**src/verilog/dcc_pkg.sv**
```systemverilog
// Constants, field layouts and types for the DMA channel control block
package dcc_pkg;

  // Register byte addresses
  localparam logic [31:0] CH10_CTL1_ADDR = 32'h100028ac;
  localparam logic [31:0] CH11_SRC_ADDR = 32'h100028b0;
  localparam logic [31:0] CH11_DST_ADDR = 32'h100028b4;
  localparam logic [31:0] CH11_CTL0_ADDR = 32'h100028b8;
  localparam logic [31:0] CH11_CTL1_ADDR = 32'h100028bc;
  localparam logic [31:0] CH12_SRC_ADDR = 32'h100028c0;
  localparam logic [31:0] CH12_DST_ADDR = 32'h100028c4;
  localparam logic [31:0] CH12_CTL0_ADDR = 32'h100028c8;
  localparam logic [31:0] CH12_CTL1_ADDR = 32'h100028cc;

  // Decode codes: bit 2 channel, bits 1:0 register within channel
  localparam logic [3:0] CODE_SRC = 4'h0;
  localparam logic [3:0] CODE_DST = 4'h1;
  localparam logic [3:0] CODE_CTL0 = 4'h2;
  localparam logic [3:0] CODE_CTL1 = 4'h3;
  localparam logic [3:0] CODE_CH12 = 4'h4;
  localparam logic [3:0] CODE_CH10_CTL1 = 4'h8;
  localparam logic [3:0] CODE_NONE = 4'hf;

  localparam logic [31:0] REG_RESET = 32'h00000000;
  // Writable bits; segment index and reserved bits excluded
  localparam logic [31:0] CTL0_WMASK = 32'hffff00ff;
  localparam logic [31:0] CTL1_WMASK = 32'h03ff7fff;

  localparam int NCH = 2;
  localparam logic [4:0] CH_NUM_10 = 5'h0a;
  localparam logic [4:0] CH_NUM_11 = 5'h0b;
  localparam logic [4:0] CH_NUM_12 = 5'h0c;

  localparam logic [5:0] MEM_SELECT = 6'h20;
  localparam logic [5:0] NUM_REQ_LINES = 6'h03;
  localparam logic [3:0] MAX_SEGMENT_ORDER = 4'h8;
  localparam logic [2:0] MAX_BURST_CODE = 3'h4;
  localparam logic [16:0] BEAT_BYTES = 17'h00004;
  localparam logic [31:0] BEAT_ADDR_STEP = 32'h00000004;

  typedef struct packed {
    logic [15:0] transfer_length_bytes;
    logic [7:0] segment_index;
    logic src_pointer_fixed;
    logic dst_pointer_fixed;
    logic [2:0] burst_code;
    logic segment_irq_enable;
    logic channel_run;
    logic software_trigger_mode;
  } dcc_ctl0_s;

  typedef struct packed {
    logic [5:0] reserved_hi;
    logic [3:0] segment_order;
    logic [5:0] src_request_select;
    logic reserved_mid;
    logic continuous_run_mode;
    logic [5:0] dst_request_select;
    logic [4:0] chained_channel_select;
    logic coherent_flush_enable;
    logic chain_release_error_irq_enable;
    logic channel_hold;
  } dcc_ctl1_s;

  typedef struct packed {
    logic write;
    logic [31:0] addr;
    logic [31:0] wdata;
  } dcc_mem_req_s;

  typedef enum logic [1:0] {ST_IDLE, ST_READ, ST_WRITE, ST_FLUSH} dcc_state_e;

endpackage : dcc_pkg

```
**src/verilog/dcc_channel_control.sv**
```systemverilog
// DMA channel control: registers, request selection, segment and chain logic
`timescale 1ns/1ps

// Behaviour
// - Source pointer steps unless source fixed
// - Destination pointer steps unless destination fixed
// - Burst code selects 1 to 16 words
// - Segment end pulses irq when enabled
// - Run cleared at target without continuous
// - Continuous mode keeps run set
// - Software mode starts on run without waiting for a request line
// - Hardware mode waits selected request line
// - Segment order N up to 8 gives 2^N segments
// - Segment size is rounded-up quotient
// - Source select picks line or memory
// - Destination select picks line or memory
// - Completion clears chained channel hold bit
// - Coherent mode adds final dummy read
// - Hold already clear raises chain error
// - Hold bit blocks channel transfers
// - Upper control half holds byte target
// - Read-only field shows current segment
module dcc_channel_control
  import dcc_pkg::*;
(
  input wire logic pclk,
  input wire logic presetn,
  input wire logic psel,
  input wire logic penable,
  input wire logic pwrite,
  input wire logic [31:0] paddr,
  input wire logic [31:0] pwdata,
  output logic [31:0] prdata,
  output logic pready,
  output logic pslverr,
  input wire logic peripheral_request_zero,
  input wire logic peripheral_request_one,
  input wire logic peripheral_request_two,
  output logic mem_valid,
  output dcc_mem_req_s mem_req,
  input wire logic mem_ack,
  input wire logic [31:0] mem_rdata,
  output logic [1:0] segment_done_irq,
  output logic [1:0] chain_error_irq
);

  function automatic logic [3:0] dcc_decode(input logic [31:0] a);
    case (a)
      CH11_SRC_ADDR: dcc_decode = CODE_SRC;
      CH11_DST_ADDR: dcc_decode = CODE_DST;
      CH11_CTL0_ADDR: dcc_decode = CODE_CTL0;
      CH11_CTL1_ADDR: dcc_decode = CODE_CTL1;
      CH12_SRC_ADDR: dcc_decode = CODE_CH12 | CODE_SRC;
      CH12_DST_ADDR: dcc_decode = CODE_CH12 | CODE_DST;
      CH12_CTL0_ADDR: dcc_decode = CODE_CH12 | CODE_CTL0;
      CH12_CTL1_ADDR: dcc_decode = CODE_CH12 | CODE_CTL1;
      CH10_CTL1_ADDR: dcc_decode = CODE_CH10_CTL1;
      default: dcc_decode = CODE_NONE;
    endcase
  endfunction : dcc_decode

  // Memory is always ready; unlisted select values never are
  function automatic logic line_ready(input logic [5:0] sel, input logic [2:0] lines);
    if (sel == MEM_SELECT) begin
      line_ready = 1'b1;
    end else if (sel < NUM_REQ_LINES) begin
      line_ready = lines[sel[1:0]];
    end else begin
      line_ready = 1'b0;
    end
  endfunction : line_ready

  // Undefined codes fall back to single words
  function automatic logic [4:0] burst_beats(input logic [2:0] code);
    burst_beats = (code > MAX_BURST_CODE) ? 5'h01 : (5'h01 << code);
  endfunction : burst_beats

  function automatic logic [15:0] seg_size_f(input logic [15:0] len, input logic [3:0] n);
    logic [3:0] k;
    logic [15:0] rem;
    k = (n > MAX_SEGMENT_ORDER) ? 4'h0 : n;
    rem = len & ((16'h0001 << k) - 16'h0001);
    seg_size_f = (len >> k) + {15'h0000, |rem};
  endfunction : seg_size_f

  logic [31:0] src_reg [NCH];
  logic [31:0] dst_reg [NCH];
  dcc_ctl0_s ctl0 [NCH];
  dcc_ctl1_s ctl1 [NCH];
  dcc_ctl1_s ch10_ctl1;
  dcc_ctl0_s next_ctl0 [NCH];
  dcc_ctl1_s next_ctl1 [NCH];
  dcc_ctl1_s next_ch10_ctl1;

  logic [2:0] req_meta;
  logic [2:0] req_sync;

  dcc_state_e state;
  logic cur;
  logic [4:0] beat;
  logic [31:0] src_cur [NCH];
  logic [31:0] dst_cur [NCH];
  logic [16:0] done_bytes [NCH];
  logic [16:0] seg_bytes [NCH];
  logic [NCH-1:0] fresh;

  // Bus decode
  wire [3:0] reg_code = dcc_decode(paddr);
  wire apb_setup_ok = psel & penable & ~pready;
  wire wr_en = psel & penable & pready & pwrite & (reg_code != CODE_NONE);
  wire [1:0] reg_field = reg_code[1:0];
  wire [31:0] rd_word = (reg_code == CODE_CH10_CTL1) ? 32'(ch10_ctl1) :
                        reg_code[3] ? REG_RESET :
                        (reg_field == CODE_SRC[1:0]) ? src_reg[reg_code[2]] :
                        (reg_field == CODE_DST[1:0]) ? dst_reg[reg_code[2]] :
                        (reg_field == CODE_CTL0[1:0]) ? 32'(ctl0[reg_code[2]]) :
                        32'(ctl1[reg_code[2]]);

  // Engine view of the channel in service
  wire dcc_ctl0_s c0 = ctl0[cur];
  wire dcc_ctl1_s c1 = ctl1[cur];
  wire [31:0] cur_src = src_cur[cur];
  wire [31:0] cur_dst = dst_cur[cur];
  wire [16:0] cdone_n = done_bytes[cur] + BEAT_BYTES;
  wire [16:0] cseg_n = seg_bytes[cur] + BEAT_BYTES;
  wire [4:0] beats = burst_beats(c0.burst_code);
  wire [15:0] seg_size = seg_size_f(c0.transfer_length_bytes, c1.segment_order);
  wire last = cdone_n >= {1'b0, c0.transfer_length_bytes};
  wire seg_end = (cseg_n >= {1'b0, seg_size}) | last;
  wire burst_end = (beat + 5'h01) == beats;
  wire write_ack = (state == ST_WRITE) & mem_ack;
  wire [31:0] nsrc = c0.src_pointer_fixed ? cur_src : cur_src + BEAT_ADDR_STEP;
  wire [31:0] ndst = c1.coherent_flush_enable & last ? cur_dst :
                     c0.dst_pointer_fixed ? cur_dst : cur_dst + BEAT_ADDR_STEP;
  wire finish_ev = (write_ack & last & ~c1.coherent_flush_enable) | ((state == ST_FLUSH) & mem_ack);
  wire seg_ev = write_ack & seg_end;

  // Chain target among the channels held here
  wire [4:0] chain_sel = c1.chained_channel_select;
  wire [2:0] hold_clr;
  assign hold_clr[0] = finish_ev & (chain_sel == CH_NUM_10);
  assign hold_clr[1] = finish_ev & (chain_sel == CH_NUM_11);
  assign hold_clr[2] = finish_ev & (chain_sel == CH_NUM_12);
  wire target_hold = (chain_sel == CH_NUM_10) ? ch10_ctl1.channel_hold :
                     (chain_sel == CH_NUM_11) ? ctl1[0].channel_hold : ctl1[1].channel_hold;
  wire chain_fail = finish_ev & c1.chain_release_error_irq_enable & (|hold_clr) & ~target_hold;

  logic [NCH-1:0] eligible;
  logic [NCH-1:0] src_ok;
  logic [NCH-1:0] dst_ok;
  logic [NCH-1:0] wr_ch;
  logic [NCH-1:0] fin_ch;
  logic [NCH-1:0] seg_ch;
  logic [NCH-1:0] start_ch;

  // Fixed priority: the lower channel wins
  wire start_ev = (state == ST_IDLE) & (|eligible);
  wire pick = ~eligible[0];
  wire [31:0] start_src = fresh[pick] ? src_reg[pick] : src_cur[pick];

  for (genvar gc = 0; gc < NCH; gc++) begin : g_ch
    assign src_ok[gc] = line_ready(ctl1[gc].src_request_select, req_sync);
    assign dst_ok[gc] = line_ready(ctl1[gc].dst_request_select, req_sync);
    assign eligible[gc] = ctl0[gc].channel_run & ~ctl1[gc].channel_hold &
                          (ctl0[gc].software_trigger_mode | (src_ok[gc] & dst_ok[gc])) &
                          (ctl0[gc].transfer_length_bytes != 16'h0000);
    assign wr_ch[gc] = wr_en & ~reg_code[3] & (reg_code[2] == 1'(gc));
    assign fin_ch[gc] = finish_ev & (cur == 1'(gc));
    assign seg_ch[gc] = seg_ev & ~last & (cur == 1'(gc));
    assign start_ch[gc] = start_ev & (pick == 1'(gc)) & fresh[gc];

    always_comb begin
      next_ctl0[gc] = ctl0[gc];
      if (seg_ch[gc]) begin
        next_ctl0[gc].segment_index = ctl0[gc].segment_index + 8'h01;
      end
      if (start_ch[gc]) begin
        next_ctl0[gc].segment_index = 8'h00;
      end
      if (fin_ch[gc] & ~ctl1[gc].continuous_run_mode) begin
        next_ctl0[gc].channel_run = 1'b0;
      end
      if (wr_ch[gc] & (reg_field == CODE_CTL0[1:0])) begin
        next_ctl0[gc] = dcc_ctl0_s'((pwdata & CTL0_WMASK) | (32'(next_ctl0[gc]) & ~CTL0_WMASK));
      end
      next_ctl1[gc] = ctl1[gc];
      if (hold_clr[gc+1]) begin
        next_ctl1[gc].channel_hold = 1'b0;
      end
      if (wr_ch[gc] & (reg_field == CODE_CTL1[1:0])) begin
        next_ctl1[gc] = dcc_ctl1_s'(pwdata & CTL1_WMASK);
      end
    end

    always_ff @(posedge pclk or negedge presetn) begin
      if (!presetn) begin
        src_reg[gc] <= REG_RESET;
        dst_reg[gc] <= REG_RESET;
        ctl0[gc] <= dcc_ctl0_s'(REG_RESET);
        ctl1[gc] <= dcc_ctl1_s'(REG_RESET);
        segment_done_irq[gc] <= 1'b0;
        chain_error_irq[gc] <= 1'b0;
      end else begin
        if (wr_ch[gc] & (reg_field == CODE_SRC[1:0])) begin
          src_reg[gc] <= pwdata;
        end
        if (wr_ch[gc] & (reg_field == CODE_DST[1:0])) begin
          dst_reg[gc] <= pwdata;
        end
        ctl0[gc] <= next_ctl0[gc];
        ctl1[gc] <= next_ctl1[gc];
        segment_done_irq[gc] <= seg_ev & (cur == 1'(gc)) & c0.segment_irq_enable;
        chain_error_irq[gc] <= chain_fail & (cur == 1'(gc));
      end
    end
  end

  always_comb begin
    next_ch10_ctl1 = ch10_ctl1;
    if (hold_clr[0]) begin
      next_ch10_ctl1.channel_hold = 1'b0;
    end
    if (wr_en & (reg_code == CODE_CH10_CTL1)) begin
      next_ch10_ctl1 = dcc_ctl1_s'(pwdata & CTL1_WMASK);
    end
  end

  always_ff @(posedge pclk or negedge presetn) begin
    if (!presetn) begin
      ch10_ctl1 <= dcc_ctl1_s'(REG_RESET);
      req_meta <= 3'h0;
      req_sync <= 3'h0;
    end else begin
      ch10_ctl1 <= next_ch10_ctl1;
      req_meta <= {peripheral_request_two, peripheral_request_one, peripheral_request_zero};
      req_sync <= req_meta;
    end
  end

  // One wait state; read data registered on the same edge that raises pready
  always_ff @(posedge pclk or negedge presetn) begin
    if (!presetn) begin
      pready <= 1'b0;
      prdata <= REG_RESET;
      pslverr <= 1'b0;
    end else begin
      pready <= apb_setup_ok;
      prdata <= apb_setup_ok & ~pwrite ? rd_word : REG_RESET;
      pslverr <= apb_setup_ok & (reg_code == CODE_NONE);
    end
  end

  // Transfer engine; re-arbitrates after every burst
  always_ff @(posedge pclk or negedge presetn) begin
    if (!presetn) begin
      state <= ST_IDLE;
      cur <= 1'b0;
      beat <= 5'h00;
      mem_valid <= 1'b0;
      mem_req <= '0;
      fresh <= '1;
      for (int i = 0; i < NCH; i++) begin
        src_cur[i] <= REG_RESET;
        dst_cur[i] <= REG_RESET;
        done_bytes[i] <= 17'h00000;
        seg_bytes[i] <= 17'h00000;
      end
    end else begin
      case (state)
        ST_IDLE: begin
          if (start_ev) begin
            cur <= pick;
            beat <= 5'h00;
            if (fresh[pick]) begin
              src_cur[pick] <= src_reg[pick];
              dst_cur[pick] <= dst_reg[pick];
              done_bytes[pick] <= 17'h00000;
              seg_bytes[pick] <= 17'h00000;
              fresh[pick] <= 1'b0;
            end
            mem_valid <= 1'b1;
            mem_req <= '{write: 1'b0, addr: start_src, wdata: REG_RESET};
            state <= ST_READ;
          end
        end
        ST_READ: begin
          if (mem_ack) begin
            mem_req <= '{write: 1'b1, addr: cur_dst, wdata: mem_rdata};
            state <= ST_WRITE;
          end
        end
        ST_WRITE: begin
          if (mem_ack) begin
            src_cur[cur] <= nsrc;
            dst_cur[cur] <= ndst;
            done_bytes[cur] <= cdone_n;
            seg_bytes[cur] <= seg_end ? 17'h00000 : cseg_n;
            if (last & c1.coherent_flush_enable) begin
              mem_req <= '{write: 1'b0, addr: cur_dst, wdata: REG_RESET};
              state <= ST_FLUSH;
            end else if (last | burst_end) begin
              mem_valid <= 1'b0;
              state <= ST_IDLE;
            end else begin
              beat <= beat + 5'h01;
              mem_req <= '{write: 1'b0, addr: nsrc, wdata: REG_RESET};
              state <= ST_READ;
            end
          end
        end
        ST_FLUSH: begin
          if (mem_ack) begin
            mem_valid <= 1'b0;
            state <= ST_IDLE;
          end
        end
        default: begin
          mem_valid <= 1'b0;
          state <= ST_IDLE;
        end
      endcase
      // Reprogramming or completion restarts the next transfer from the top
      for (int i = 0; i < NCH; i++) begin
        if (wr_ch[i] | fin_ch[i]) begin
          fresh[i] <= 1'b1;
        end
      end
    end
  end
endmodule : dcc_channel_control

```
**config.mk**
```make
export PLATFORM = sky130hd
export DESIGN_NAME = dcc_channel_control
export DESIGN_NICKNAME = d
export VERILOG_FILES = /design/src/verilog/dcc_pkg.sv /design/src/verilog/dcc_channel_control.sv
export SDC_FILE = /design/constraint.sdc
export NUM_CORES = 1
export LEC_CHECK = 0
export BUFFER_PORTS_ARGS = -buffer_cell sky130_fd_sc_hd__buf_4
export CAP_MARGIN = 10
export CORE_MARGIN = 5
export CORE_UTILIZATION = 36
export CTS_CLUSTER_SIZE = 28
export DETAILED_ROUTE_END_ITERATION = 7
export SETUP_SLACK_MARGIN = 0.2
export SYNTH_ARGS = -nofsm -noshare
export SYNTH_HDL_FRONTEND = slang
export SYNTH_SLANG_ARGS = --single-unit
export TNS_END_PERCENT = 100
```
**constraint.sdc**
```tcl
create_clock -name pclk -period 18.8 [get_ports pclk]
set_clock_uncertainty 0.05 [all_clocks]
set_input_delay 3.76 -clock pclk [delete_from_list [all_inputs] [get_ports pclk]]
set_output_delay 3.76 -clock pclk [all_outputs]
set_load 0.01 [all_outputs]
```
==> impl_results.md, run 1 <==
- Status: finished clean
- Clock Latency Late Sink: 0.64 ns
- GRT overflow: 0
- Max Buffers Root-to-Sink: 3
- Ports: 209
- Max VDD drop: 0.000107 V
- Global-route wire length before repair: 176 mm
- Layout cells sized above 1: 23.4%
- Sequential share of the synthesized area: 43.8%
- Critical Path Fanout Max: 56
- Ant. Diodes: 0
- Post-CTS Setup Inserts: 0
- Kind of critical path: register to register
- Clk sinks: 583
- Hold Crit Class: register to register
- Max Cap Viol: 0
- Vias/cell: 5.97
- Placer Congestion: 0.906
- Hold Vio Cnt, Final: 0
- Commonest cells in the netlist: dfrtp_1, nand2_1, mux2_2
- FF+latch count, synth: 583
- Sw Ratio: 36.1%
- Initial core utilization: 36.3%
- Layout Utilization: 41.8%
- Clock share of power: 37.4%
- Final nets: 3,536
- Post_cts resized: 0
- # port buffers: 208
- Final period utilization: 40.8%
- Chip width: 314 um
- Leakage: 16.6 nW
- Root Buffer: clkbuf_16
- Hpwl dp: 81.0 mm
- Mapped Avg Cell Area: 10.2 um^2
- Unrepaired setup endpoints after global routing: false
- Chip height: 314 um
- Comb power frac: 26.3%
- Remaining antenna violation count: 0
- Top_reg_cell synth: dfrtp_1
- Cts hold-fix bufs: 0
- Max Clk Rate: 0.130 GHz
- Int Pwr: 2.43 mW
- Total power: 3.81 mW
- Sequential Power Share: 36.3%
- Synth area leader: dfrtp_1
- Clock period minus worst slack: 7.67 ns
- Post-synth ARST share: 100%
- Synthesized cell area: 0.0333 mm^2
- Psw: 1.38 mW
- Netlist cell types: 99
- Initial antenna violation count: 4
- Setup crit end kind: register
- Max-slew headroom: 15.4%
- Top cells by area, synth: dfrtp_1, mux2_2, mux2i_1, nand2_1, o21ai_0
- Hold depth: 0
- Worst EP required: 19.28 ns
- Vias in the first global route: 26,700
- Post-synth EDFFs: 0
- Top-count cell post-synth: dfrtp_1
- Top reg by flops: mem_req
- Clk slew on worst S/H paths: 0.06 ns
- Count of final setup violators: 0
- Slowest-stage cell, CP: dfrtp_4
- Post-Syn Instances: 3,265
- Largest net degree at the start of global routing: 175
- Crit-path max cell delay: 0.91 ns
- Area Overhead vs Synth: 15.1%
- Drt wl/cell: 25.8 um
- DR iter-0 viols: 3,123
- CTS Buf Count: 70
- Via Count: 27,600
- DR DRC count: 0
- All-Layer GR Usage: 23.4%
- Least-Margin Pin Slew: 1.27 ns
- Top cell type's share of synthesized area: 43.7%
- Fillers: 8,885
- DR pass1 iterations: 5
- Post-route cell area: 0.0383 mm^2
- Slew Viols, Final: 0
- # rows: 111
- WL final: 119 mm
- PD cells: 99.4 mW/mm^2
- Dpl cell area: 0.0359 mm^2
- CP startpoint kind: register
- Core area: 0.0917 mm^2
- Syn_nets: 3,419
- Worst Reg-to-Reg Cells: 28
- H-tree depth: 3
- Yosys warns: 0
- CTS tree: done
- CP arrival: 8.14 ns
- Die area: 0.0987 mm^2
- Max reg flops: 65
- Total negative slack: 0 ns
==> area by class of cell <==
cell class	instances	area [um^2]	area share, %
clock inverters	28	425	1.11
well taps	1186	1480	3.87
flip-flops and latches	583	14600	38.1
clock buffers	94	1980	5.17
repair buffers	263	1990	5.21
inverters	82	308	0.803
multi-input cells	2382	17500	45.7
==> worst paths after layout <==
path | endpoint | start | slack [ns]
setup / recovery | seg_bytes[14]$_DFFE_PN0P_ | cur$_DFFE_PN0P_ | 11.13
hold / removal | req_sync[1]$_DFF_PN0_ | req_meta[1]$_DFF_PN0_ | 0.30
setup reg to reg | seg_bytes[14]$_DFFE_PN0P_ | cur$_DFFE_PN0P_ | 11.13
hold reg to reg | req_sync[1]$_DFF_PN0_ | req_meta[1]$_DFF_PN0_ | 0.30
max in group asynchronous | src_reg[9]$_DFFE_PN0P_ | presetn | 13.11
min in group asynchronous | done_bytes[7]$_DFFE_PN0P_ | presetn | 3.11
==> cell usage in the layout (no fill, tap or decap), types with 9 or more instances in the layout <==
cell type  count
clkinv_2       9
o21a_1        15
and2_1        14
buf_4        261
nand2_1      359
nor2b_1       41
and3_1        17
xor2_1        44
clkbuf_1      10
o22ai_1       24
o221ai_1      35
a21o_1        16
nand3b_1      24
clkbuf_8      14
xnor2_1       65
a211oi_1      36
mux2i_1      195
nor4_1        29
o2bb2ai_1     12
inv_1         82
nand4_1       28
nand4b_1      10
o211ai_1      16
or2_2          9
a21oi_1      128
o31ai_1       12
mux4_2        28
nor3b_1        9
o21ai_0      259
nand3_1       70
nor3_1        46
dfrtp_1      580
nand2b_1      21
nor2_1       135
ha_1          49
clkbuf_16     70
a22oi_1       88
a22o_1        39
mux2_2       342
==> power by group through the flow <==
stage	sequential (mW)	clock, mW	combinational [mW]
after global routing	1.39	1.50	1.07
after detailed placement	1.40	0	0.982
after global placement	1.40	0	0.971
after CTS	1.38	1.45	0.983
after floorplan	1.41	0	0.523
final	1.38	1.43	1.00
==> layer usage <==
layer,part of all wire [%],GRT usage (%),vias up,wire length (um)
li1,-,-,12200,-
met1,42,32.7,13800,50600
met2,42,33.6,1376,50100
met3,12,8.43,215,14600
met4,3.3,7.80,2,3950
met5,0.0067,0,-,8
==> logic make-up after synthesis <==
kind of cell	after synthesis	synth area share, %
buffers and inverters	300	3.81
flip-flops	583	43.8
adder cells (fa/ha/maj)	49	1.84
AND/OR/NAND/NOR	869	12.7
multiplexers	567	19.4
XOR/XNOR	109	2.87
AO/OA/AOI/OAI	788	15.5
==> critical path, delay by kind of cell (launching register included) <==
kind                       cells  cell delay, ns
and+or+nand+nor               13            3.13
adders and majority gates      4            0.92
DFF                            1            0.91
AOI/OAI and AO/OA              8            1.95
xor gates and xnor gates       1            0.21
buffers and inverters          2            0.40
==> through the flow <==
step	setup slack, ns	hold slack [ns]	cells
floorplan	12.33	0.281	3265
global placement	11.24	0.285	4496
detailed placement	11.11	0.290	4496
CTS	11.22	0.303	4618
global route	10.46	0.310	4618
finish	11.13	0.300	4618
Note: power is estimated with default switching activity, not from simulation.
==> inputs of run 2 (changes only) <==
- ABC_AREA: default -> 1
- clock period: 18.8 -> 7.41 ns (I/O delays scaled with it)
==> run 2 against run 1 <==
Effect of this change: clock power grew to 2.5 times the previous value; fmax is 19% higher; core utilization is 0.74 points lower; synthesized cell count is 57% higher; combinational power grew to 4.2 times the previous value; global-route usage is 0.94 points higher; non-clock buffer count is 2 higher; cell area is 5.0% higher; sequential power grew to 2.8 times the previous value; via count is 25% higher; worst hold slack worse by 0.0038 ns; critical path type unchanged; largest power group is now combinational cells.
==> impl_results.md, run 2 <==
- Status: finished clean
- Met1 GRT Util: 35.4%
- PD cells: 292 mW/mm^2
- Top reg by flops: mem_req
- Register area: 0.0146 mm^2
- R2r setup slk: 0.99 ns
- Drt wl/cell: 20.0 um
- Final non-filler cell total: 6,533
- Vias/cell: 5.30
- # port buffers: 208
- Synth area leader: dfrtp_1
- Post-route cell area: 0.0402 mm^2
- # placed instances: 6,404
- Root Buffer: clkbuf_16
- Critical Path Fanout Max: 31
- Initial antenna violation count: 3
- Global-route wire length before repair: 198 mm
- Multi-input logic area: 0.0173 mm^2
- Netlist cell types: 56
- Max VDD drop: 0.000201 V
- Post-synth ARST share: 100%
- Worst Reg-to-Reg Cells: 39
- DR DRC count: 0
- Leakage: 20.0 nW
- Setup crit end kind: register
- Top-count cell post-synth: nand2_1
- Top cells by area, synth: dfrtp_1, nand2_1, o21ai_0, inv_1, nand3_1
- Most frequent cells in the layout: nand2_1, inv_1, dfrtp_1
- Worst Hold Path EP: req_sync[0]$_DFF_PN0_
- Count of final setup violators: 0
- Remaining antenna violation count: 0
- WL final: 131 mm
- Reg2reg end: ctl0[11]$_DFFE_PN0P_
- Hold depth: 0
- Min-delay src: req_meta[0]$_DFF_PN0_
- Via Count: 34,600
- Core area: 0.0980 mm^2
- Max Clk Rate: 0.156 GHz
- Total power: 11.7 mW
- Worst hold margin: 0.296 ns
- Post-synth EDFFs: 0
- Yosys warns: 0
- CTS tree: done
- Ports: 209
- Max Cap Viol: 0
- Kind of critical path: register to register
- CP startpoint kind: register
- GRT overflow: 0
- Die area: 0.105 mm^2
- Clock Latency Late Sink: 0.63 ns
- Crit-path max cell delay: 0.62 ns
- Vias in the first global route: 32,100
- Post-Syn Instances: 5,128
- Area Overhead vs Synth: 13.6%
- Setup WS pre-CTS: 0.753 ns
- Clk slew on worst S/H paths: 0.06 ns
- M3 GR Usage: 5.88%
- Slew Viols, Final: 0
- Worst r2r src: cur$_DFFE_PN0P_
- Hold Vio Cnt, Final: 0
- Worst EP required: 7.86 ns
- Sequential share of the synthesized area: 41.2%
- Initial core utilization: 36.1%
- Synthesized cell area: 0.0354 mm^2
- Layout cells sized above 1: 8.90%
- DR iter-0 viols: 3,629
- H-tree depth: 3
- Least-Margin Pin Slew: 1.23 ns
- Chip height: 324 um
- Layout Utilization: 41.1%
- Slowest-stage cell, CP: dfrtp_4
- FF+latch count, synth: 583
- Final nets: 5,348
- Final period utilization: 86.7%
- Hold Crit Class: register to register
- Busiest grt layer: met2
- Unrepaired setup endpoints after global routing: false
- Placer Congestion: 0.976
- CTS Buf Count: 71
- Dpl cell area: 0.0378 mm^2
- Chip width: 324 um
- All-Layer GR Usage: 24.3%
- Top cell type's share of synthesized area: 41.1%
- Max-slew headroom: 18.0%
- Max Buffers Root-to-Sink: 3
- Hpwl dp: 90.9 mm
- Mapped Avg Cell Area: 6.90 um^2
- Total negative slack: 0 ns
- DR pass1 iterations: 6
- Commonest cells in the netlist: nand2_1, inv_1, dfrtp_1
- Top_reg_cell synth: dfrtp_1
- Worst setup margin: 0.986 ns
- CP arrival: 6.87 ns
- CP dominant cell by count: nand2_1
- Max reg flops: 65
- Clock period minus worst slack: 6.42 ns
- Syn_nets: 5,282
- Ant. Diodes: 0
- Largest net degree at the start of global routing: 157
- Met2 usage: 36.3%
- # rows: 115
- Fillers: 10,400
- Most common cell after layout, fill and taps aside: nand2_1
- Clk sinks: 583
run 2: cell types whose count changed in the layout (fill, tap and decap cells not counted), sizes merged, moves of 181 or more:
cell,delta
nand2,+1303
inv,+523
o21ai,+382
mux2,-343
nor2,+300
nand3,+267
mux2i,-181
run 2: layer usage:
metal  routed length (um)  vias up
met5                    0        -
met3                13500      231
li1                     -    16500
met1                58700    16400
met4                 3600        0
met2                54700     1537
run 2: timing repair:
action / 4_1_cts / 5_1_grt
hold buffers: 0 / 0
resized for setup: 0 / 0
setup buffers: 0 / 3
setup endpoints to repair: 0 / 12
run 2: worst max-delay path by stage:
| stage | from | to | depth (start not counted) |
|---|---|---|---|
| 2_1_floorplan | cur$_DFFE_PN0P_ | ctl0[14]$_DFFE_PN0P_ | 41 |
| 3_3_place_gp | cur$_DFFE_PN0P_ | ctl0[10]$_DFFE_PN0P_ | 40 |
| 3_5_place_dp | cur$_DFFE_PN0P_ | ctl0[9]$_DFFE_PN0P_ | 38 |
| 4_1_cts | cur$_DFFE_PN0P_ | ctl0[9]$_DFFE_PN0P_ | 38 |
| 5_1_grt | cur$_DFFE_PN0P_ | seg_bytes[13]$_DFFE_PN0P_ | 39 |
| 6_report | cur$_DFFE_PN0P_ | ctl0[11]$_DFFE_PN0P_ | 39 |
run 2: logic make-up after synthesis:
kind of cell | synth area share, %
adders and majority gates | 1.73
xor gates and xnor gates | 2.24
and+or+nand+nor | 29.4
buffers and inverters | 10.2
DFF | 41.2
muxes | 0.424
AOI/OAI and AO/OA | 14.8
run 2: worst max-delay path, delay by kind of cell (launching register included):
kind / cells / cell delay (ns)
fa+ha+maj: 4 / 0.90
simple gates: 27 / 3.36
xor+xnor: 1 / 0.16
flops: 1 / 0.62
buf+inv: 5 / 0.93
compound gates: 2 / 0.26
run 2: final cells by class:
class | instances | area share [%]
well taps | 1287 | 4.00
clock buffers | 102 | 5.27
flip-flops and latches | 583 | 36.3
inverters | 609 | 5.68
clock inverters | 23 | 0.715
multi-input cells | 3664 | 42.9
repair buffers | 265 | 5.15
run 2: report_power, final:
group | leakage [nW] | internal (mW) | total, mW | switching [mW]
Combinational | 11.0 | 1.27 | 4.23 | 2.96
Clock | 1.18 | 2.19 | 3.63 | 1.44
Sequential | 7.77 | 3.66 | 3.86 | 0.200
